**src/rtl/opmc_pkg.sv**
```systemverilog
// package: register map, field layout, reset values and timing for oscillator/power mode control
package opmc_pkg;
  // register indices on the plain register port
  localparam logic [3:0] ADDR_RC_CTRL = 4'h0;
  localparam logic [3:0] ADDR_FX_CTRL = 4'h1;
  localparam logic [3:0] ADDR_SX_CTRL = 4'h2;
  localparam logic [3:0] ADDR_SYS_CFG = 4'h3;
  localparam logic [3:0] ADDR_STATUS = 4'h4;
  localparam logic [3:0] ADDR_WDT_CTRL = 4'h5;
  // internal rc control fields
  localparam int RC_EN_BIT = 0;
  localparam int RC_STABLE_BIT = 1;
  localparam int RC_FSEL_LO = 2;
  localparam int RC_FSEL_HI = 3;
  // fast crystal control fields
  localparam int FX_EN_BIT = 0;
  localparam int FX_STABLE_BIT = 1;
  localparam int FX_RANGE_BIT = 2;
  // slow crystal control fields
  localparam int SX_EN_BIT = 0;
  localparam int SX_STABLE_BIT = 1;
  // system clock config fields
  localparam int SC_SIDLE_BIT = 0;
  localparam int SC_FIDLE_BIT = 1;
  localparam int SC_LSRC_BIT = 2;
  localparam int SC_HSRC_BIT = 3;
  localparam int SC_DIV_LO = 5;
  localparam int SC_DIV_HI = 7;
  // status fields
  localparam int ST_PDF_BIT = 0;
  localparam int ST_TO_BIT = 1;
  localparam int ST_HALT_BIT = 2;
  localparam int ST_SLOW_BIT = 3;
  // watchdog control fields
  localparam int WDT_EN_BIT = 0;
  // reset values
  localparam logic [7:0] RC_CTRL_RST = 8'h01;
  localparam logic [7:0] FX_CTRL_RST = 8'h00;
  localparam logic [7:0] SX_CTRL_RST = 8'h00;
  localparam logic [7:0] SYS_CFG_RST = 8'h00;
  localparam logic WDT_EN_RST = 1'h1;
  // rc frequency codes
  localparam logic [1:0] RC_F2_A = 2'h0;
  localparam logic [1:0] RC_F4 = 2'h1;
  localparam logic [1:0] RC_F8 = 2'h2;
  // divider select codes
  localparam logic [2:0] DIV_SUB = 3'h7;
  localparam int DIV_W = 7;
  // stabilisation times, microseconds, and clock rate
  localparam int CLK_MHZ = 25;
  localparam int RC_STAB_US = 16;
  localparam int FX_STAB_US = 40;
  localparam int SX_STAB_US = 100;
  localparam int RC_STAB_CYC = RC_STAB_US * CLK_MHZ;
  localparam int FX_STAB_CYC = FX_STAB_US * CLK_MHZ;
  localparam int SX_STAB_CYC = SX_STAB_US * CLK_MHZ;
  // low-power mode encoding
  typedef enum logic [2:0]
  {
    OPMC_RUN = 3'h0,
    OPMC_SLEEP = 3'h1,
    OPMC_IDLE_SUB = 3'h2,
    OPMC_IDLE_BOTH = 3'h3,
    OPMC_IDLE_FAST = 3'h4
  } opmc_mode_e;
endpackage

```
**src/rtl/opmc_stab_if.sv**
```systemverilog
// interface: start request and stable answer between control and a stabilisation timer
`timescale 1ns/1ps
interface opmc_stab_if;
  logic enable;
  logic restart;
  logic stable;
  modport ctrl (output enable, output restart, input stable);
  modport timer (input enable, input restart, output stable);
endinterface

```
**src/rtl/opmc_stab_timer.sv**
```systemverilog
// stabilisation timer: counts cycles after enable or restart, then reports stable
`timescale 1ns/1ps
module opmc_stab_timer
  import opmc_pkg::*;
#(
  parameter int STAB_CYC = 400
)
(
  // clock and reset
  input wire logic clk,
  input wire logic srst,
  // control side
  opmc_stab_if.timer stab
);
  localparam int CW = $clog2(STAB_CYC + 1);
  logic [CW-1:0] count;

  initial
  begin
    if (STAB_CYC < 1)
      $error("stabilisation count must be at least one cycle");
  end

  // restart drops the flag at once and reloads the count [RL23] [RL3]
  always_ff @(posedge clk)
  begin
    if (srst || !stab.enable || stab.restart)
      count <= '0;
    else if (count != CW'(STAB_CYC))
      count <= count + 1'b1;
  end

  always_ff @(posedge clk)
  begin
    if (srst || !stab.enable || stab.restart)
      stab.stable <= 1'b0;
    else
      stab.stable <= (count == CW'(STAB_CYC - 1)) || stab.stable;
  end
endmodule

```
**src/rtl/opmc_clk_div.sv**
```systemverilog
// system clock divider: one-cycle enable pulse at fast/1..64 or at the subclock rate
`timescale 1ns/1ps
module opmc_clk_div
  import opmc_pkg::*;
#(
  parameter int SUB_DIV = 763
)
(
  // clock and reset
  input wire logic clk,
  input wire logic srst,
  // rate control
  input wire logic fast_run,
  input wire logic sub_run,
  input wire logic [2:0] div_sel,
  // enables
  output logic sys_ce,
  output logic sub_ce
);
  localparam int SW = $clog2(SUB_DIV);
  logic [DIV_W-1:0] fast_count;
  logic [SW-1:0] sub_count;
  logic [DIV_W-1:0] mask;

  initial
  begin
    if (SUB_DIV < 2)
      $error("subclock divide must be at least two");
  end

  always_comb
  begin
    mask = DIV_W'((1 << div_sel) - 1);
  end

  always_ff @(posedge clk)
  begin
    if (srst || !fast_run)
      fast_count <= '0;
    else
      fast_count <= fast_count + 1'b1;
  end

  always_ff @(posedge clk)
  begin
    if (srst || !sub_run || sub_count == SW'(SUB_DIV - 1))
      sub_count <= '0;
    else
      sub_count <= sub_count + 1'b1;
  end

  always_ff @(posedge clk)
  begin
    if (srst)
      sub_ce <= 1'b0;
    else
      sub_ce <= sub_run && sub_count == '0;
  end

  // divide codes 000..110 give fast/1..fast/64, 111 gives subclock [RL13] [RL12]
  always_ff @(posedge clk)
  begin
    if (srst)
      sys_ce <= 1'b0;
    else if (div_sel == DIV_SUB)
      sys_ce <= sub_run && sub_count == '0;
    else
      sys_ce <= fast_run && ((fast_count & mask) == '0);
  end
endmodule

```
**src/rtl/opmc_top.sv**
```systemverilog
// top: oscillator enables, stable flags, clock switching and halt low-power modes
//
// Functional notes
// RL1 - rc frequency codes 00 and 11 give 2MHz, 01 4MHz, 10 8MHz.
// RL2 - new rc frequency reaches the clock only after rc stable flag sets.
// RL3 - rc stable flag clears on enable or retune, sets once stable.
// RL4 - rc enable bit gates the rc oscillator and resets to one.
// RL5 - crystal range bit: 0 up to 10MHz, 1 above; resets to 0.
// RL6 - software sets range before crystal enable and leaves it while enabled.
// RL7 - fast crystal stable flag clears on enable, sets once stable.
// RL8 - fast crystal enable bit stops or starts it, resets to 0.
// RL9 - slow crystal stable flag clears on enable, sets once stable.
// RL10 - slow crystal enable bit stops or starts it, resets to 0.
// RL11 - unimplemented upper bits of oscillator controls read zero.
// RL12 - divider code 111 moves to subclock after its source is stable.
// RL13 - divider codes 000..110 give fast clock divided 1 to 64.
// RL14 - return to fast clock waits for the fast source stable flag.
// RL15 - halt with both keep bits 0 enters sleep, all clocks stopped.
// RL16 - halt with fast keep 0, slow keep 1: subclock only idle.
// RL17 - halt with both keep bits 1: idle with both clocks.
// RL18 - halt with fast keep 1, slow keep 0: fast clock only idle.
// RL19 - halt stops execution and holds memory, registers and ports.
// RL20 - halt sets power-down flag and clears watchdog timeout flag.
// RL21 - halt clears watchdog counter; it resumes only if watchdog enabled.
// RL22 - high source select 0 picks rc, 1 picks fast crystal.
// RL23 - stable flags come from restartable counters of parameter length.
`timescale 1ns/1ps
module opmc_top
  import opmc_pkg::*;
#(
  parameter int RC_STAB = RC_STAB_CYC,
  parameter int FX_STAB = FX_STAB_CYC,
  parameter int SX_STAB = SX_STAB_CYC,
  parameter int SUB_DIV = 763
)
(
  // clock and reset
  input wire logic SYS_CLK,
  input wire logic SRST,
  // register port
  input wire logic [3:0] ADDR,
  input wire logic [7:0] WDATA,
  input wire logic WR,
  input wire logic RD,
  output logic [7:0] RDATA,
  // cpu side
  input wire logic HALT_REQ,
  input wire logic WAKE,
  input wire logic WDT_TIMEOUT,
  output logic CPU_STALL,
  output logic WDT_CLEAR,
  output logic WDT_RUN,
  // oscillator cores
  output logic RC_EN,
  output logic [1:0] RC_FSEL,
  output logic FX_EN,
  output logic FX_RANGE,
  output logic SX_EN,
  // clock outputs
  output logic HIGH_SRC,
  output logic LOW_SRC,
  output logic SYS_CE,
  output logic SUB_CE,
  output logic FAST_ON,
  output logic SUB_ON
);
  opmc_stab_if rc_stab ();
  opmc_stab_if fx_stab ();
  opmc_stab_if sx_stab ();

  logic rc_en;
  logic [1:0] rc_fsel;
  logic [1:0] rc_fsel_applied;
  logic fx_en;
  logic fx_range;
  logic sx_en;
  logic [2:0] div_sel;
  logic [2:0] div_applied;
  logic high_src;
  logic low_src;
  logic fast_keep;
  logic slow_keep;
  logic power_down_flag;
  logic to_flag;
  logic wdt_en;
  opmc_mode_e mode;
  opmc_mode_e next_mode;
  logic wr_rc;
  logic wr_fx;
  logic wr_sx;
  logic wr_sc;
  logic fast_stable;
  logic sub_stable;
  logic fast_run;
  logic sub_run;
  logic sys_ce;
  logic sub_ce;
  logic [7:0] next_rdata;
  logic rc_restart;

  initial
  begin
    if (RC_STAB < 1 || FX_STAB < 1 || SX_STAB < 1)
      $error("stabilisation counts must be at least one cycle");
  end

  always_comb
  begin
    wr_rc = WR && ADDR == ADDR_RC_CTRL;
    wr_fx = WR && ADDR == ADDR_FX_CTRL;
    wr_sx = WR && ADDR == ADDR_SX_CTRL;
    wr_sc = WR && ADDR == ADDR_SYS_CFG;
  end

  // enabling or retuning the rc restarts its settle count [RL3]
  always_comb
  begin
    rc_restart = wr_rc && WDATA[RC_EN_BIT] &&
      (!rc_en || WDATA[RC_FSEL_HI:RC_FSEL_LO] != rc_fsel);
  end

  // oscillators are held running in idle modes that keep them
  always_comb
  begin
    case (mode)
      OPMC_RUN:
      begin
        fast_run = div_sel != DIV_SUB || div_applied != DIV_SUB;
        sub_run = 1'b1;
      end
      OPMC_SLEEP:
      begin
        fast_run = 1'b0; // [RL15]
        sub_run = 1'b0;
      end
      OPMC_IDLE_SUB:
      begin
        fast_run = 1'b0; // [RL16]
        sub_run = 1'b1;
      end
      OPMC_IDLE_BOTH:
      begin
        fast_run = 1'b1; // [RL17]
        sub_run = 1'b1;
      end
      OPMC_IDLE_FAST:
      begin
        fast_run = 1'b1; // [RL18]
        sub_run = 1'b0;
      end
      default:
      begin
        fast_run = 1'b0;
        sub_run = 1'b0;
      end
    endcase
  end

  // stabilisation timers per oscillator [RL23]
  // an unselected fast oscillator may run only while the cpu runs or an idle mode keeps the fast clock
  assign rc_stab.enable = rc_en && (fast_run || (high_src && mode == OPMC_RUN));
  assign rc_stab.restart = rc_restart;
  assign fx_stab.enable = fx_en && (fast_run || (!high_src && mode == OPMC_RUN));
  assign fx_stab.restart = wr_fx && WDATA[FX_EN_BIT] && !fx_en; // [RL7]
  // stopped crystal must settle again after wake
  assign sx_stab.enable = sx_en && sub_run;
  assign sx_stab.restart = wr_sx && WDATA[SX_EN_BIT] && !sx_en; // [RL9]

  opmc_stab_timer #(.STAB_CYC(RC_STAB)) u_rc_timer (.clk(SYS_CLK), .srst(SRST), .stab(rc_stab.timer));
  opmc_stab_timer #(.STAB_CYC(FX_STAB)) u_fx_timer (.clk(SYS_CLK), .srst(SRST), .stab(fx_stab.timer));
  opmc_stab_timer #(.STAB_CYC(SX_STAB)) u_sx_timer (.clk(SYS_CLK), .srst(SRST), .stab(sx_stab.timer));

  // high source 0 is rc, 1 is fast crystal; low source 0 internal slow rc [RL22]
  always_comb
  begin
    fast_stable = high_src ? fx_stab.stable : rc_stab.stable;
    sub_stable = low_src ? sx_stab.stable : 1'b1;
  end

  // internal rc control register
  always_ff @(posedge SYS_CLK)
  begin
    if (SRST)
    begin
      rc_en <= RC_CTRL_RST[RC_EN_BIT]; // [RL4]
      rc_fsel <= RC_CTRL_RST[RC_FSEL_HI:RC_FSEL_LO];
    end
    else if (wr_rc)
    begin
      rc_en <= WDATA[RC_EN_BIT]; // [RL4]
      rc_fsel <= WDATA[RC_FSEL_HI:RC_FSEL_LO];
    end
  end

  // retuned frequency takes effect only after the flag rises [RL2]
  always_ff @(posedge SYS_CLK)
  begin
    if (SRST)
      rc_fsel_applied <= RC_CTRL_RST[RC_FSEL_HI:RC_FSEL_LO];
    else if (rc_stab.stable && !rc_restart)
      rc_fsel_applied <= rc_fsel;
  end

  // fast crystal control; range change while enabled is software's fault [RL6]
  always_ff @(posedge SYS_CLK)
  begin
    if (SRST)
    begin
      fx_en <= FX_CTRL_RST[FX_EN_BIT]; // [RL8]
      fx_range <= FX_CTRL_RST[FX_RANGE_BIT]; // [RL5]
    end
    else if (wr_fx)
    begin
      fx_en <= WDATA[FX_EN_BIT]; // [RL8]
      fx_range <= WDATA[FX_RANGE_BIT]; // [RL5]
    end
  end

  always_ff @(posedge SYS_CLK)
  begin
    if (SRST)
      sx_en <= SX_CTRL_RST[SX_EN_BIT]; // [RL10]
    else if (wr_sx)
      sx_en <= WDATA[SX_EN_BIT]; // [RL10]
  end

  always_ff @(posedge SYS_CLK)
  begin
    if (SRST)
    begin
      div_sel <= SYS_CFG_RST[SC_DIV_HI:SC_DIV_LO];
      high_src <= SYS_CFG_RST[SC_HSRC_BIT];
      low_src <= SYS_CFG_RST[SC_LSRC_BIT];
      fast_keep <= SYS_CFG_RST[SC_FIDLE_BIT];
      slow_keep <= SYS_CFG_RST[SC_SIDLE_BIT];
    end
    else if (wr_sc)
    begin
      div_sel <= WDATA[SC_DIV_HI:SC_DIV_LO];
      high_src <= WDATA[SC_HSRC_BIT];
      low_src <= WDATA[SC_LSRC_BIT];
      fast_keep <= WDATA[SC_FIDLE_BIT];
      slow_keep <= WDATA[SC_SIDLE_BIT];
    end
  end

  // switch is held until the target source is stable; old rate runs meanwhile
  always_ff @(posedge SYS_CLK)
  begin
    if (SRST)
      div_applied <= SYS_CFG_RST[SC_DIV_HI:SC_DIV_LO];
    else if (div_sel == DIV_SUB && sub_stable)
      div_applied <= div_sel; // [RL12]
    else if (div_sel != DIV_SUB && fast_stable)
      div_applied <= div_sel; // [RL14] [RL13]
  end

  // watchdog enable and status flags; timeout set wins over halt clear
  always_ff @(posedge SYS_CLK)
  begin
    if (SRST)
      wdt_en <= WDT_EN_RST;
    else if (WR && ADDR == ADDR_WDT_CTRL)
      wdt_en <= WDATA[WDT_EN_BIT];
  end

  always_ff @(posedge SYS_CLK)
  begin
    if (SRST)
      power_down_flag <= 1'b0;
    else if (mode == OPMC_RUN && HALT_REQ)
      power_down_flag <= 1'b1; // [RL20]
    else if (WR && ADDR == ADDR_STATUS && WDATA[ST_PDF_BIT])
      power_down_flag <= 1'b0;
  end

  always_ff @(posedge SYS_CLK)
  begin
    if (SRST)
      to_flag <= 1'b0;
    else if (WDT_TIMEOUT)
      to_flag <= 1'b1;
    else if (mode == OPMC_RUN && HALT_REQ)
      to_flag <= 1'b0; // [RL20]
  end

  // halt picks the low-power mode from the two keep bits
  always_comb
  begin
    next_mode = mode;
    case (mode)
      OPMC_RUN:
      begin
        if (HALT_REQ)
        begin
          case ({fast_keep, slow_keep})
            2'h0: next_mode = OPMC_SLEEP; // [RL15]
            2'h1: next_mode = OPMC_IDLE_SUB; // [RL16]
            2'h3: next_mode = OPMC_IDLE_BOTH; // [RL17]
            2'h2: next_mode = OPMC_IDLE_FAST; // [RL18]
            default: next_mode = OPMC_SLEEP;
          endcase
        end
      end
      OPMC_SLEEP, OPMC_IDLE_SUB, OPMC_IDLE_BOTH, OPMC_IDLE_FAST:
      begin
        if (WAKE || WDT_TIMEOUT)
          next_mode = OPMC_RUN;
      end
      default: next_mode = OPMC_RUN;
    endcase
  end

  always_ff @(posedge SYS_CLK)
  begin
    if (SRST)
      mode <= OPMC_RUN;
    else
      mode <= next_mode;
  end

  opmc_clk_div #(.SUB_DIV(SUB_DIV)) u_div (
    .clk(SYS_CLK),
    .srst(SRST),
    .fast_run(fast_run && fast_stable && mode == OPMC_RUN),
    .sub_run(sub_run && sub_stable),
    .div_sel(div_applied),
    .sys_ce(sys_ce),
    .sub_ce(sub_ce)
  );

  // read mux; unimplemented bits return zero [RL11]
  always_comb
  begin
    next_rdata = 8'h00;
    case (ADDR)
      ADDR_RC_CTRL: next_rdata = {4'h0, rc_fsel, rc_stab.stable, rc_en}; // [RL3] [RL11]
      ADDR_FX_CTRL: next_rdata = {5'h00, fx_range, fx_stab.stable, fx_en}; // [RL7] [RL11]
      ADDR_SX_CTRL: next_rdata = {6'h00, sx_stab.stable, sx_en}; // [RL9] [RL11]
      ADDR_SYS_CFG: next_rdata = {div_sel, 1'b0, high_src, low_src, fast_keep, slow_keep};
      ADDR_STATUS: next_rdata = {4'h0, div_applied == DIV_SUB, mode != OPMC_RUN, to_flag, power_down_flag};
      ADDR_WDT_CTRL: next_rdata = {7'h00, wdt_en};
      default: next_rdata = 8'h00;
    endcase
  end

  always_ff @(posedge SYS_CLK)
  begin
    if (SRST)
      RDATA <= 8'h00;
    else if (RD)
      RDATA <= next_rdata;
    else
      RDATA <= 8'h00;
  end

  // registered outputs to cores and cpu
  always_ff @(posedge SYS_CLK)
  begin
    if (SRST)
    begin
      RC_EN <= RC_CTRL_RST[RC_EN_BIT];
      RC_FSEL <= RC_CTRL_RST[RC_FSEL_HI:RC_FSEL_LO];
      FX_EN <= 1'b0;
      FX_RANGE <= 1'b0;
      SX_EN <= 1'b0;
      HIGH_SRC <= 1'b0;
      LOW_SRC <= 1'b0;
      SYS_CE <= 1'b0;
      SUB_CE <= 1'b0;
      FAST_ON <= 1'b0;
      SUB_ON <= 1'b0;
      CPU_STALL <= 1'b0;
      WDT_CLEAR <= 1'b0;
      WDT_RUN <= WDT_EN_RST;
    end
    else
    begin
      RC_EN <= rc_stab.enable; // [RL4]
      RC_FSEL <= rc_fsel_applied; // [RL1] [RL2]
      FX_EN <= fx_stab.enable; // [RL8]
      FX_RANGE <= fx_range;
      SX_EN <= sx_en && sub_run; // [RL10]
      HIGH_SRC <= high_src; // [RL22]
      LOW_SRC <= low_src;
      SYS_CE <= sys_ce && mode == OPMC_RUN; // [RL19]
      SUB_CE <= sub_ce;
      FAST_ON <= fast_run;
      SUB_ON <= sub_run;
      CPU_STALL <= next_mode != OPMC_RUN; // [RL19]
      WDT_CLEAR <= mode == OPMC_RUN && HALT_REQ; // [RL21]
      WDT_RUN <= wdt_en; // [RL21]
    end
  end
endmodule

```
**config.mk**
```make
export PLATFORM = sky130hd
export DESIGN_NAME = opmc_top
export DESIGN_NICKNAME = d
export VERILOG_FILES = /design/src/rtl/opmc_pkg.sv /design/src/rtl/opmc_stab_if.sv /design/src/rtl/opmc_stab_timer.sv /design/src/rtl/opmc_clk_div.sv /design/src/rtl/opmc_top.sv
export SDC_FILE = /design/constraint.sdc
export NUM_CORES = 1
export LEC_CHECK = 0
export BUFFER_PORTS_ARGS = -buffer_cell sky130_fd_sc_hd__buf_2
export CORE_ASPECT_RATIO = 1.5
export CORE_MARGIN = 8
export CORE_UTILIZATION = 57
export DETAILED_ROUTE_END_ITERATION = 10
export MAX_ROUTING_LAYER = met4
export PLACE_DENSITY = 0.88
export SLEW_MARGIN = 0
export SYNTH_ARGS = -nofsm -noshare
export SYNTH_HDL_FRONTEND = slang
export SYNTH_HIERARCHICAL = 1
export SYNTH_SLANG_ARGS = --single-unit
```
**constraint.sdc**
```tcl
create_clock -name SYS_CLK -period 1.9 [get_ports SYS_CLK]
set_input_delay 0 -clock SYS_CLK [delete_from_list [all_inputs] [get_ports SYS_CLK]]
set_output_delay 0 -clock SYS_CLK [all_outputs]
set_load 0.05 [all_outputs]
```
# [Yosys cells after proc, flatten, opt, wreduce, memory -nomap -nowiden]
# Cells that the tools add are included.
[totals] output_inout_bits=23 ff_bits=100 wordCells=159 input_bits=19
[classes] n_mux=16 add_sub_neg=6 n_shift=1 eq_ne=24 n_reduce_logical=69 bitwise=2
[ops] operator="case mux 8 bit (6 select lines)" n=1
[ops] operator="logical AND 1 bit" n=28
[ops] operator="adder 10 x 1 -> 10 bit, second input constant" n=2
[ops] operator="== test 10 bit, second input constant" n=2
[ops] operator="logical OR 1 bit" n=17
[ops] operator="adder 12 x 1 -> 12 bit, second input constant" n=1
[ops] operator="== test 12 bit, second input constant" n=1
[ops] operator="2-to-1 mux 3 bit" n=4
[ops] operator="!= test 12 bit, second input constant" n=1
[ops] operator="case mux 3 bit (4 select lines)" n=1
[ops] operator="logical NOT 1 bit" n=10
[ops] operator="logical NOT 10 bit" n=1
[ops] operator="!= test 10 bit, second input constant" n=1
[ops] operator="adder 9 x 1 -> 9 bit, second input constant" n=1
[ops] operator="== test 3 bit, second input constant" n=3
[ops] operator="== test 9 bit, second input constant" n=1
[ops] operator="!= test 9 bit, second input constant" n=1
[ops] operator="== test 4 x 2 -> 1 bit, second input constant" n=2
[ops] operator="== test 4 x 3 -> 1 bit, second input constant" n=2
[ops] operator="2-to-1 mux 1 bit" n=8
[ops] operator="adder 7 x 1 -> 7 bit, second input constant" n=1
[ops] operator="AND 7 bit" n=1
[ops] operator="logical NOT 7 bit" n=1
[ops] operator="left shift 1 x 3 -> 7 bit, first input constant" n=1
[ops] operator="other kinds (19)" n=26

# [Logic depth before layout (Yosys ltp)]
# Gate-level depths: netlist (run 1).
[logic_depth] depth_word=8 depth_mapped=8 mapped_depth_nobuf=7

# [Hierarchy]
# The synthesis (run 1) kept the hierarchy.
[modules_own_cells] mod="opmc_top" instances=1 cells_per_inst=208 area_each_um2=1978.1 seq_area_each_um2=920.9
[modules_own_cells] mod="opmc_clk_div" instances=1 cells_per_inst=107 area_each_um2=917.1 seq_area_each_um2=380.4
[modules_own_cells] mod="opmc_stab_timer (u_sx_timer)" instances=1 cells_per_inst=72 area_each_um2=630.6 seq_area_each_um2=260.2
[modules_own_cells] mod="opmc_stab_timer (u_fx_timer)" instances=1 cells_per_inst=63 area_each_um2=563.0 seq_area_each_um2=220.2
[modules_own_cells] mod="opmc_stab_timer (u_rc_timer)" instances=1 cells_per_inst=55 area_each_um2=491.7 seq_area_each_um2=200.2

# [Worst setup path after synthesis (run 1)]
# No wires, ideal clock.
[synth_timing] path_type="flip-flop to flip-flop" from="register mode[2]" to="register u_fx_timer.count[0]" arrival_time_ps=1637 path_slack_ps=186 required_time_ps=1822 n_path_buf=1 period_less_slack_ps=1714 stages_incl_launch_ff=8 setup_time_ps=78 cell_sequence="dfxtp_1 > nand3b_1 > o21ai_0 > nand2_1 > a31oi_1 > or3b_2 > buf_6 > nor3_1"
[synth_via] elab_chain_len=8 elab_cells_between_ends=11 classes_between="2 x eq/ne; 1 x mux; 8 x reduce/logical"
[synth_lines] item="start, declared" line_no="opmc_top.sv:86" text="opmc_mode_e mode;"
[synth_lines] item="start signal, assigned" line_no="opmc_top.sv:319" text="mode <= next_mode;"
[synth_lines] item="== test 3 x 2 -> 1 bit or == test 3 bit (tied branches)" line_no="opmc_top.sv:125" text="case (mode)"
[synth_lines] item="OR reduction 2 bit (no line)"
[synth_lines] item="case mux 1 bit (2 select lines)" line_no="opmc_top.sv:125"
[synth_lines] item="logical OR 1 bit *" line_no="opmc_top.sv:163" text="assign fx_stab.enable = fx_en && (fast_run || (!high_src && mode == OPMC_RUN));"
[synth_lines] item="logical AND 1 bit *" line_no="opmc_top.sv:163"
[synth_lines] item="named net fx_stab.enable" line_no="opmc_stab_if.sv:4" text="logic enable;"
[synth_lines] item="logical NOT 1 bit *" line_no="opmc_stab_timer.sv:27" text="if (srst || !stab.enable || stab.restart)"
[synth_lines] item="logical OR 1 bit * (2 in a row)" line_no="opmc_stab_timer.sv:27"
[synth_lines] item="end signal, assigned" line_no="opmc_stab_timer.sv:30" text="count <= count + 1'b1;"
[synth_lines] item="end, declared" line_no="opmc_stab_timer.sv:16" text="logic [CW-1:0] count;"
# The timed path passes the listed nets; every way through them passes the cells marked *.
# A chain may end at the register's enable or synchronous reset.

# [Worst setup path in the final report (run 1)]
[layout_timing] from="register div_sel[1]" to="register u_fx_timer.count[7]"
[layout_via] elab_chain_len=8
[layout_lines] item="start, declared" line_no="opmc_top.sv:77" text="logic [2:0] div_sel;"
[layout_lines] item="start signal, assigned" line_no="opmc_top.sv:231" text="div_sel <= SYS_CFG_RST[SC_DIV_HI:SC_DIV_LO];"
[layout_lines] item="start signal, assigned" line_no="opmc_top.sv:239" text="div_sel <= WDATA[SC_DIV_HI:SC_DIV_LO];"
[layout_lines] item="!= test 3 bit" line_no="opmc_top.sv:128" text="fast_run = div_sel != DIV_SUB || div_applied != DIV_SUB;"
[layout_lines] item="logical OR 1 bit" line_no="opmc_top.sv:128"
[layout_lines] item="case mux 1 bit (2 select lines)" line_no="opmc_top.sv:125"
[layout_lines] item="logical OR 1 bit" line_no="opmc_top.sv:163"
[layout_lines] item="logical AND 1 bit" line_no="opmc_top.sv:163"
[layout_lines] item="named net fx_stab.enable" line_no="opmc_stab_if.sv:4"
[layout_lines] item="logical NOT 1 bit" line_no="opmc_stab_timer.sv:27"
[layout_lines] item="logical OR 1 bit (2 in a row)" line_no="opmc_stab_timer.sv:27"
# The timed path passes the listed nets, and every way through them passes these cells.

==> reports/metrics.cfg, run 1 <==
[final_layout]
nNetsFinal=596
fillers=621
drive_above_1_share_pct=16.9
fin_cells=673
diodes=0
seqCellArea_um2=1990
syn_to_final_growth_pct=16.3
multi_input_area_um2=2410

[timing]
slew_headroom_pct=64.8
period_share_pct=91.8
finalMaxSlewViolations=0
fmax_mhz=573
setup-tns-final_ns=0
finClkSkew_ns=0.00766
finalHoldViolations=0
fin_crit_ns=1.74
finalSetupViolCount=0
tightest_slew_ns=0.515
rsz0062_at_grt=false

[cts]
numCtsBuffers=9
clock_latency_ns=0.35
clock_path_buffers=2
cts_tree=built
h-tree-depth=3
clkSlewWorstSetupHoldPaths_ns=0.07
cts_sinks=99
clock-root-buffer=clkbuf_16
post_cts_buffers=0

[min_path]
hold_class=input pin to flop

[logic_synthesis]
synth.avg_cell_area_um2=9.07
synth_top_family_by_area=simple AND/OR/NAND/NOR gates
yosysWarnings=6
netlist_area_um2=4580
synth_ff_type=dfxtp_1
synthDistinctLibCells=74
synth_top_area_cell=dfxtp_1
synth_compound_area_share_pct=10.3
yosysMostFrequentCell=dfxtp_1
synth-edff-count=0
yosysTopAreaCellShare_pct=43.3
ys_seq_elements=99
ys_top_cells_by_area=dfxtp_1 (43%), nor2_1 (5.6%), ha_1 (3.8%)
yosysSeqAreaShare_pct=43.3
synth-simple-area-share_pct=28.6
syn-instance-count=505
muxShareOfSynthArea_pct=4.04
netlist_top_cells_count=dfxtp_1 (99), nor2_1 (68), nand2_1 (29), inv_1 (25), nand3_1 (22)
synthAdderAreaFrac_pct=3.82
async_flop_share_pct=0
synth_xor_area_share_pct=5.35
synth_nets=538

[floorplanning]
core-area_um2=7910
die_w_um=89.2
die_y_um=126
start_util_pct=57.9
pin_count=42
die_area_um2=11200
rows=40

[setup_path]
crit_path_end_kind=flop
path_cells=nand3_2, or3_4, inv_1, a31oi_2, nor3b_2, buf_4, o311ai_0, o41ai_1
required_ns=2.12
worstPathArrival_ns=1.96
crit_buf_inv=2
path_delay_family=simple AND/OR/NAND/NOR gates
max_stage_delay_ns=0.40
critPathSlowestCell=or3_4
path_max_fanout=5
crit_type=flop to flop
cp-start-kind=flop

[placement]
globalplace.congestion=0.848
place_inst=645
dp_hpwl_um=7140
io_buffers=39

[power_and_ir_drop]
powerDensity_nw_per_um2=776
ir_drop_uv=588
leakage_nw=1.98

[routing]
dr.first_iter.drc_count=157
ant_nets=0
remaining_drc_errors=0
finalWirelength_um=10200
vias=3879
drt_pass1_iterations=7
vias_per_cell=5.76
wl_per_cell_um=15.1

[global_routing]
grt_pass1_wl_um=17100
grt_pass1_vias=3794
overflow=0
grtUsageTotal_pct=19.6
grt_max_degree=25
antenna_found_initial=0

[flow_run]
drv_cap=0

[status]
status=finished clean

## report_power, final
group	switching, mW	internal [mW]
Combinational	0.169	0.103
Clock	0.761	0.962
Sequential	0.0281	2.11
## state kept, by name, indices dropped and copies added (netlist names), 7 cells and up
signal,cells
u_sx_timer/count,12
u_div/sub_count,10
u_fx_timer/count,10
u_rc_timer/count,9
RDATA,7
u_div/fast_count,7
## worst min-delay path: stages
cell and delay [ns]:
buf_2 0.17, nand3_1 0.10, a21oi_1 0.05
## logic make-up (layout without fill, tap and decap cells)
| kind of cell | Yosys count | in the layout |
|---|---|---|
| adder cells (fa/ha/maj) | 14 | 14 |
| AO/OA/AOI/OAI | 71 | 71 |
| other | 1 | 1 |
| multiplexers | 18 | 18 |
| flip-flops | 99 | 99 |
| XOR/XNOR | 28 | 28 |
| buffers and inverters | 44 | 107 |
| AND/OR/NAND/NOR | 230 | 230 |
## repair_timing
item / CTS / global route
resized for setup: 0 / 7
hold buffers: 12 / 0
endpoints found under the setup margin: 0 / 18
hold endpoints to repair: 15 / 0
## metrics by stage
| step | power (mW) | setup slack, ns | hold slack [ns] | cell area, µm² | utilization, % |
|---|---|---|---|---|---|
| floorplan | 2.35 | 0.186 | 0.117 | 4580 | - |
| global placement | 2.42 | 0.126 | 0.253 | 4910 | 62.1 |
| detailed placement | 2.43 | 0.0742 | 0.269 | 4910 | 62.1 |
| CTS | 4.16 | 0.0530 | 0.00765 | 5310 | 67.1 |
| global route | 4.27 | 0.0182 | 0.0341 | 5330 | 67.4 |
| finish | 4.13 | 0.156 | 0.0163 | 5330 | 67.4 |
## placed cells by master, fill, tap and decap left out, types with 4 or more instances in the layout
master	count
nand3b_1	7
a21oi_1	21
nor3_1	13
and4_1	4
and2_1	4
nor3b_1	5
buf_4	15
nor4b_2	4
xor2_1	16
dlygate4sd3_1	12
mux2_2	4
dfxtp_1	96
o31ai_1	4
clkbuf_16	9
nor2b_1	11
xnor2_1	12
nand2_1	29
buf_2	39
o21ai_0	12
nor4_1	4
nand2b_1	7
nand4_1	11
mux2i_1	14
ha_1	14
or3_1	9
nand3_1	22
inv_1	25
nor2_1	68
## area by class of cell
class	count	share of cell area, %
Clock buffer	13	4.88
Inverter	25	1.76
Multi-Input combinational cell	362	45.2
Tap cell	105	2.47
Sequential cell	99	37.3
Timing Repair Buffer	66	8.03
Clock inverter	3	0.399
## routing by layer
| metal | GRT usage (%) | part of all wire [%] | vias to the layer above |
|---|---|---|---|
| met3 | 4.23 | 4.7 | 27 |
| met5 | - | 0 | - |
| met2 | 33.4 | 53 | 113 |
| met4 | 10.6 | 3.2 | 0 |
| met1 | 20.2 | 39 | 1844 |
| li1 | - | - | 1895 |
## worst paths after layout
check                    start                  end  slack, ns  cells after the start
setup / recovery    div_sel[1]  u_fx_timer/count[7]       0.16                      8
hold / removal              WR                sx_en       0.02                      3
setup reg to reg    div_sel[1]  u_fx_timer/count[7]       0.16                      8
hold reg to reg   u_div/sub_ce               SUB_CE       0.47                      1
No activity file was read; power rests on OpenSTA's default activity.
==> run 2: changes to the inputs <==
--- a/config.mk
+++ b/config.mk
@@ -6,12 +6,11 @@
 export NUM_CORES = 1
 export LEC_CHECK = 0
 export BUFFER_PORTS_ARGS = -buffer_cell sky130_fd_sc_hd__buf_2
-export CORE_ASPECT_RATIO = 1.5
 export CORE_MARGIN = 8
 export CORE_UTILIZATION = 57
 export DETAILED_ROUTE_END_ITERATION = 10
 export MAX_ROUTING_LAYER = met4
-export PLACE_DENSITY = 0.88
+export PLACE_DENSITY_LB_ADDON = 0.08
 export SLEW_MARGIN = 0
 export SYNTH_ARGS = -nofsm -noshare
 export SYNTH_HDL_FRONTEND = slang
==> run 2 against run 1 <==
  * Clock skew about the same
  * Critical path depth decreased by 1
  * Non-clock buffer count grew 4
  * Die area down 0.52%
  * Core utilization rose by 0.76 points
  * Sequential power barely moved
  * Combinational power grew 2%
  * Maximum frequency decreased by 2.3%
  * Final area decreased by 0.66%
  * Sequential share of layout area increased by 0.27 points
  * Largest power group unchanged
==> reports/metrics.cfg, run 2 (synthesized netlist as in run 1, its figures left out) <==
[power_and_ir_drop]
p_total_mw=3.69
powerDensity_nw_per_um2=697
ir_drop_uv=398
leakage_nw=1.96

[final_layout]
final_common_cell=dfxtp_1
nNetsFinal=600
diodes=0
reg.largest.list=u_sx_timer/count: 12 flops, u_div/sub_count: 10 flops, u_fx_timer/count: 10 flops
syn_to_final_growth_pct=15.6
drive_above_1_share_pct=17.8
fin_cells=674
top_register=u_sx_timer/count
mostFrequentLayoutCells=dfxtp_1 (95), nor2_1 (68), buf_2 (39)
largest_reg_flops=12

[routing]
dr.first_iter.drc_count=154
drt_pass1_iterations=4
vias=3771
ant_nets=0
remaining_drc_errors=0
wl_per_cell_um=15.1
vias_per_cell=5.59
finalWirelength_um=10200

[timing]
rsz0062_at_grt=false
finalMaxSlewViolations=0
hold_slack_ns=0.0172
finClkSkew_ns=0.00750
tightest_slew_ns=0.578
setup-tns-final_ns=0
finalSetupViolCount=0
period_share_pct=93.9
fin_crit_ns=1.78
finalHoldViolations=0
fmax_mhz=560
slew_headroom_pct=60.9

[setup_path]
crit_path_end_kind=flop
r2r_start=div_applied[2]
required_ns=2.20
crit_type=flop to flop
cp-start-kind=flop
path_cells=buf_4, or3_1, ha_1, inv_1, a221oi_2, and3_1, a32o_1
crit_start=div_applied[2]
path_max_fanout=6
worstPathArrival_ns=2.09
max_stage_delay_ns=0.33
critPathSlowestCell=or3_1

[cts]
cts_tree=built
clock_latency_ns=0.36
clkSlewWorstSetupHoldPaths_ns=0.09
numCtsBuffers=9
clock_path_buffers=2
cts_sinks=99
post_cts_buffers=0
h-tree-depth=3
clock-root-buffer=clkbuf_8

[global_routing]
grt_pass1_vias=3697
antenna_found_initial=0
grt_pass1_wl_um=17400
overflow=0
grt_max_degree=31
grtUsageTotal_pct=18.9

[status]
status=finished clean

[floorplanning]
pin_count=42
core-area_um2=7770
start_util_pct=59.0
die_y_um=106
die_w_um=106
rows=32
die_area_um2=11200

[placement]
place_inst=643
dp_hpwl_um=7220
globalplace.congestion=0.892
io_buffers=39

[flow_run]
drv_cap=0

[min_path]
min_from=RD
hold_class=input pin to flop

-- run 2: cell count changes in the layout (fill, tap and decap cells not counted), sizes merged --
cell         previous run  this run
dlygate4sd3            12        15
buf                    54        55
clkinv                  1         2
inv                    26        25
-- run 2: worst paths after layout --
check                               endpoint  slack, ns  cells past startpoint
worst max-delay path            u_div/sys_ce       0.12                      7
worst min-delay path                RDATA[0]       0.02                      3
worst max register to register  u_div/sys_ce       0.12                      7
worst min register to register        SYS_CE       0.46                      1
-- run 2: what timing repair did --
item,CTS,global route
hold buffers,15,0
resized for setup,1,13
endpoints found under the setup margin,1,18
pin swaps,0,1
endpoints found under the hold margin,17,0
-- run 2: critical path: cells and delay by family, from the launching register on --
kind	cells	cell delay [ns]
buffers and inverters	2	0.20
adder cells (fa/ha/maj)	1	0.30
AO/OA/AOI/OAI	2	0.37
flip-flops	1	0.32
AND/OR/NAND/NOR	2	0.54
-- run 2: layout make-up --
cell class | count | area, µm²
Clock buffer | 13 | 169
Clock inverter | 3 | 21.3
Fill cell | 636 | 2470
Inverter | 25 | 93.8
Multi-Input combinational cell | 362 | 2430
Sequential cell | 99 | 1990
Tap cell | 102 | 128
Timing Repair Buffer | 70 | 465
-- run 2: routing by layer --
layer	track usage, %	wire length (µm)	share of wire [%]	vias up
met5	-	0	0	-
met4	4.52	103	1.0	0
met3	4.87	448	4.4	8
met2	30.0	4780	47	67
met1	23.6	4860	48	1795
li1	-	-	-	1901
-- run 2: per-stage QoR --
stage | cell area (µm²) | setup WS [ns] | utilization [%]
2_1_floorplan | 4580 | 0.186 | -
3_3_place_gp | 4910 | 0.0553 | 63.2
3_5_place_dp | 4910 | 0.0177 | 63.2
4_1_cts | 5250 | 0.0731 | 67.6
5_1_grt | 5290 | 0.00212 | 68.2
6_report | 5290 | 0.116 | 68.2
-- run 2: power by group --
| part | internal (mW) | leakage [nW] | switching (mW) |
|---|---|---|---|
| clock | 0.585 | 0.0956 | 0.696 |
| sequential | 2.11 | 0.803 | 0.0252 |
| combinational | 0.107 | 1.06 | 0.171 |
==> run 3: changes to the inputs <==
--- a/config.mk
+++ b/config.mk
@@ -5,6 +5,7 @@
 export SDC_FILE = /design/constraint.sdc
 export NUM_CORES = 1
 export LEC_CHECK = 0
+export ABC_AREA = 1
 export BUFFER_PORTS_ARGS = -buffer_cell sky130_fd_sc_hd__buf_2
 export CORE_MARGIN = 8
 export CORE_UTILIZATION = 57
==> run 3 against run 2 <==
  * Core utilization fell by 1.8 points
  * Synthesized cell count rose by 35%
  * Critical path depth rose by 2
  * Clock skew fell by 0.0015 ns
  * Final cell count rose by 27%
  * Highest routed layer unchanged
==> reports/metrics.cfg, run 3 <==
[timing]
finalSetupViolCount=0
finClkSkew_ns=0.00603
setup-tns-final_ns=0
finalMaxSlewViolations=0
fin_crit_ns=1.78
fmax_mhz=563
period_share_pct=93.5
finalHoldViolations=0

[final_layout]
reg.largest.list=u_sx_timer/count: 12 flops, u_div/sub_count: 10 flops, u_fx_timer/count: 10 flops
postLayoutCellArea_um2=5420
multi_input_area_um2=2330
largest_reg_flops=12
diodes=0
drive_above_1_share_pct=14.2
seqCellArea_um2=1980
mostFrequentLayoutCells=nand2_1 (144), inv_1 (111), nor2_1 (99)
fin_cells=853
fillers=721
syn_to_final_growth_pct=13.5
nNetsFinal=777
final_common_cell=nand2_1
top_register=u_sx_timer/count
final_util_pct=66.3

[status]
status=finished clean

[floorplanning]
die_area_um2=11600
rows=33
core-area_um2=8180
start_util_pct=58.5
die_y_um=108
die_w_um=108
pin_count=42

[cts]
h-tree-depth=3
numCtsBuffers=9
clock_latency_ns=0.36
cts_sinks=99
clock-root-buffer=clkbuf_8
clkSlewWorstSetupHoldPaths_ns=0.09
clock_path_buffers=2
cts_tree=built

[global_routing]
grt_pass1_vias=3918
grtUsageTotal_pct=18.6
overflow=0
antenna_found_initial=0
grt_pass1_wl_um=17300
grt_max_degree=16

[routing]
dr.first_iter.drc_count=158
finalWirelength_um=10300
vias=4346
remaining_drc_errors=0
ant_nets=0
vias_per_cell=5.09
drt_pass1_iterations=5
wl_per_cell_um=12.1

[logic_synthesis]
yosysSeqAreaShare_pct=41.5
yosysWarnings=6
ys_top_cells_by_area=dfxtp_1 (41%), nand2_1 (11%), inv_1 (8.8%)
synthDistinctLibCells=39
synth-edff-count=0
syn-instance-count=683
synth_ff_type=dfxtp_1
netlist_area_um2=4780
synth_compound_area_share_pct=10.8
ys_seq_elements=99
async_flop_share_pct=0
synth-simple-area-share_pct=32.7
yosysMostFrequentCell=nand2_1
synth_top_area_cell=dfxtp_1
synth_xor_area_share_pct=1.28
yosysTopAreaCellShare_pct=41.5
synth_top_family_by_area=simple AND/OR/NAND/NOR gates
muxShareOfSynthArea_pct=0
synth.avg_cell_area_um2=7.00
synth_nets=716
synthAdderAreaFrac_pct=3.66
netlist_top_cells_count=nand2_1 (145), inv_1 (112), nor2_1 (100), dfxtp_1 (99), a21oi_1 (47)

[power_and_ir_drop]
p_total_mw=3.76
p_comb_share_pct=8.9
intPower_mw=2.80
leakage_nw=2.29
powerDensity_nw_per_um2=692
switching_power_mw=0.955
ir_drop_uv=416
seq_power_share_pct=57.1
pwr-share-clk_pct=34.0
netSwitchingFraction_pct=25.4

[placement]
globalplace.congestion=0.911
dp_hpwl_um=7880
io_buffers=39
place_inst=827
placed_cell_area_um2=5110

[setup_path]
path_max_fanout=6
required_ns=2.20
worstPathArrival_ns=2.07
cp-start-kind=flop
crit_path_end_kind=flop
crit_type=flop to flop
rrSetupSlack_ns=0.12

[min_path]
hold_class=input pin to flop

[flow_run]
drv_cap=0

==> run 3: path summary, 6_finish.rpt <==
kind,from,end,cells past startpoint
worst max register to register,mode[1],u_fx_timer/count[5],9
worst min register to register,u_div/sub_ce,SUB_CE,2
worst max-delay path,mode[1],u_fx_timer/count[5],9
worst min-delay path,ADDR[1],sx_en,3
==> run 3: metrics by stage <==
step	hold slack (ns)	setup WS, ns
2_1_floorplan	0.0724	0.438
3_3_place_gp	0.254	0.180
3_5_place_dp	0.270	0.129
4_1_cts	0.0107	0.111
5_1_grt	0.0272	-0.0170
6_report	0.0297	0.123
==> run 3: kinds of logic (layout without fill, tap and decap cells) <==
family,count (synthesis),after routing
AND/OR/NAND/NOR,346,346
flip-flops,99,99
other,1,1
adder cells (fa/ha/maj),14,14
XOR/XNOR,7,7
AO/OA/AOI/OAI,92,92
buffers and inverters,124,189
==> run 3: what timing repair did <==
action,4_1_cts,5_1_grt
endpoints found under the hold margin,12,0
buffers inserted,0,2
resized for setup,0,7
hold buffers,9,0
endpoints found under the setup margin,0,21
==> run 3: power by group through the flow <==
stage                     Sequential [mW]  Clock, mW  Combinational (mW)
final                                2.15       1.28               0.333
after global routing                 2.15       1.39               0.371
after CTS                            2.14       1.33               0.331
after detailed placement             2.19          0               0.315
after global placement               2.19          0               0.310
after floorplan                      2.24          0               0.171
==> run 3: routing by layer <==
metal  share of wire, %  vias to the layer above  GRT usage [%]
met3                5.3                       19           3.53
met1                 47                     1947           22.8
met2                 46                      100           29.6
met4                1.8                        0           7.04
li1                   -                     2280              -
met5                  0                        -              -
==> run 3: cell type report <==
cell class,instances,share of cell area [%]
multi-input combinational,460,43.0
sequential,99,36.6
inverter,118,8.17
timing repair buffer,56,6.37
clock buffer,12,3.04
tap,105,2.42
clock inverter,3,0.415
==> run 3: worst max-delay path, stage by stage (launching register included) <==
cell and delay [ns]:
dfxtp_2 0.35, o21ai_0 0.26, nand2_1 0.15, o211ai_1 0.15, nand2_1 0.11, inv_1 0.06
inv_1 0.05, nor3_4 0.28, inv_2 0.12, nor3_2 0.17
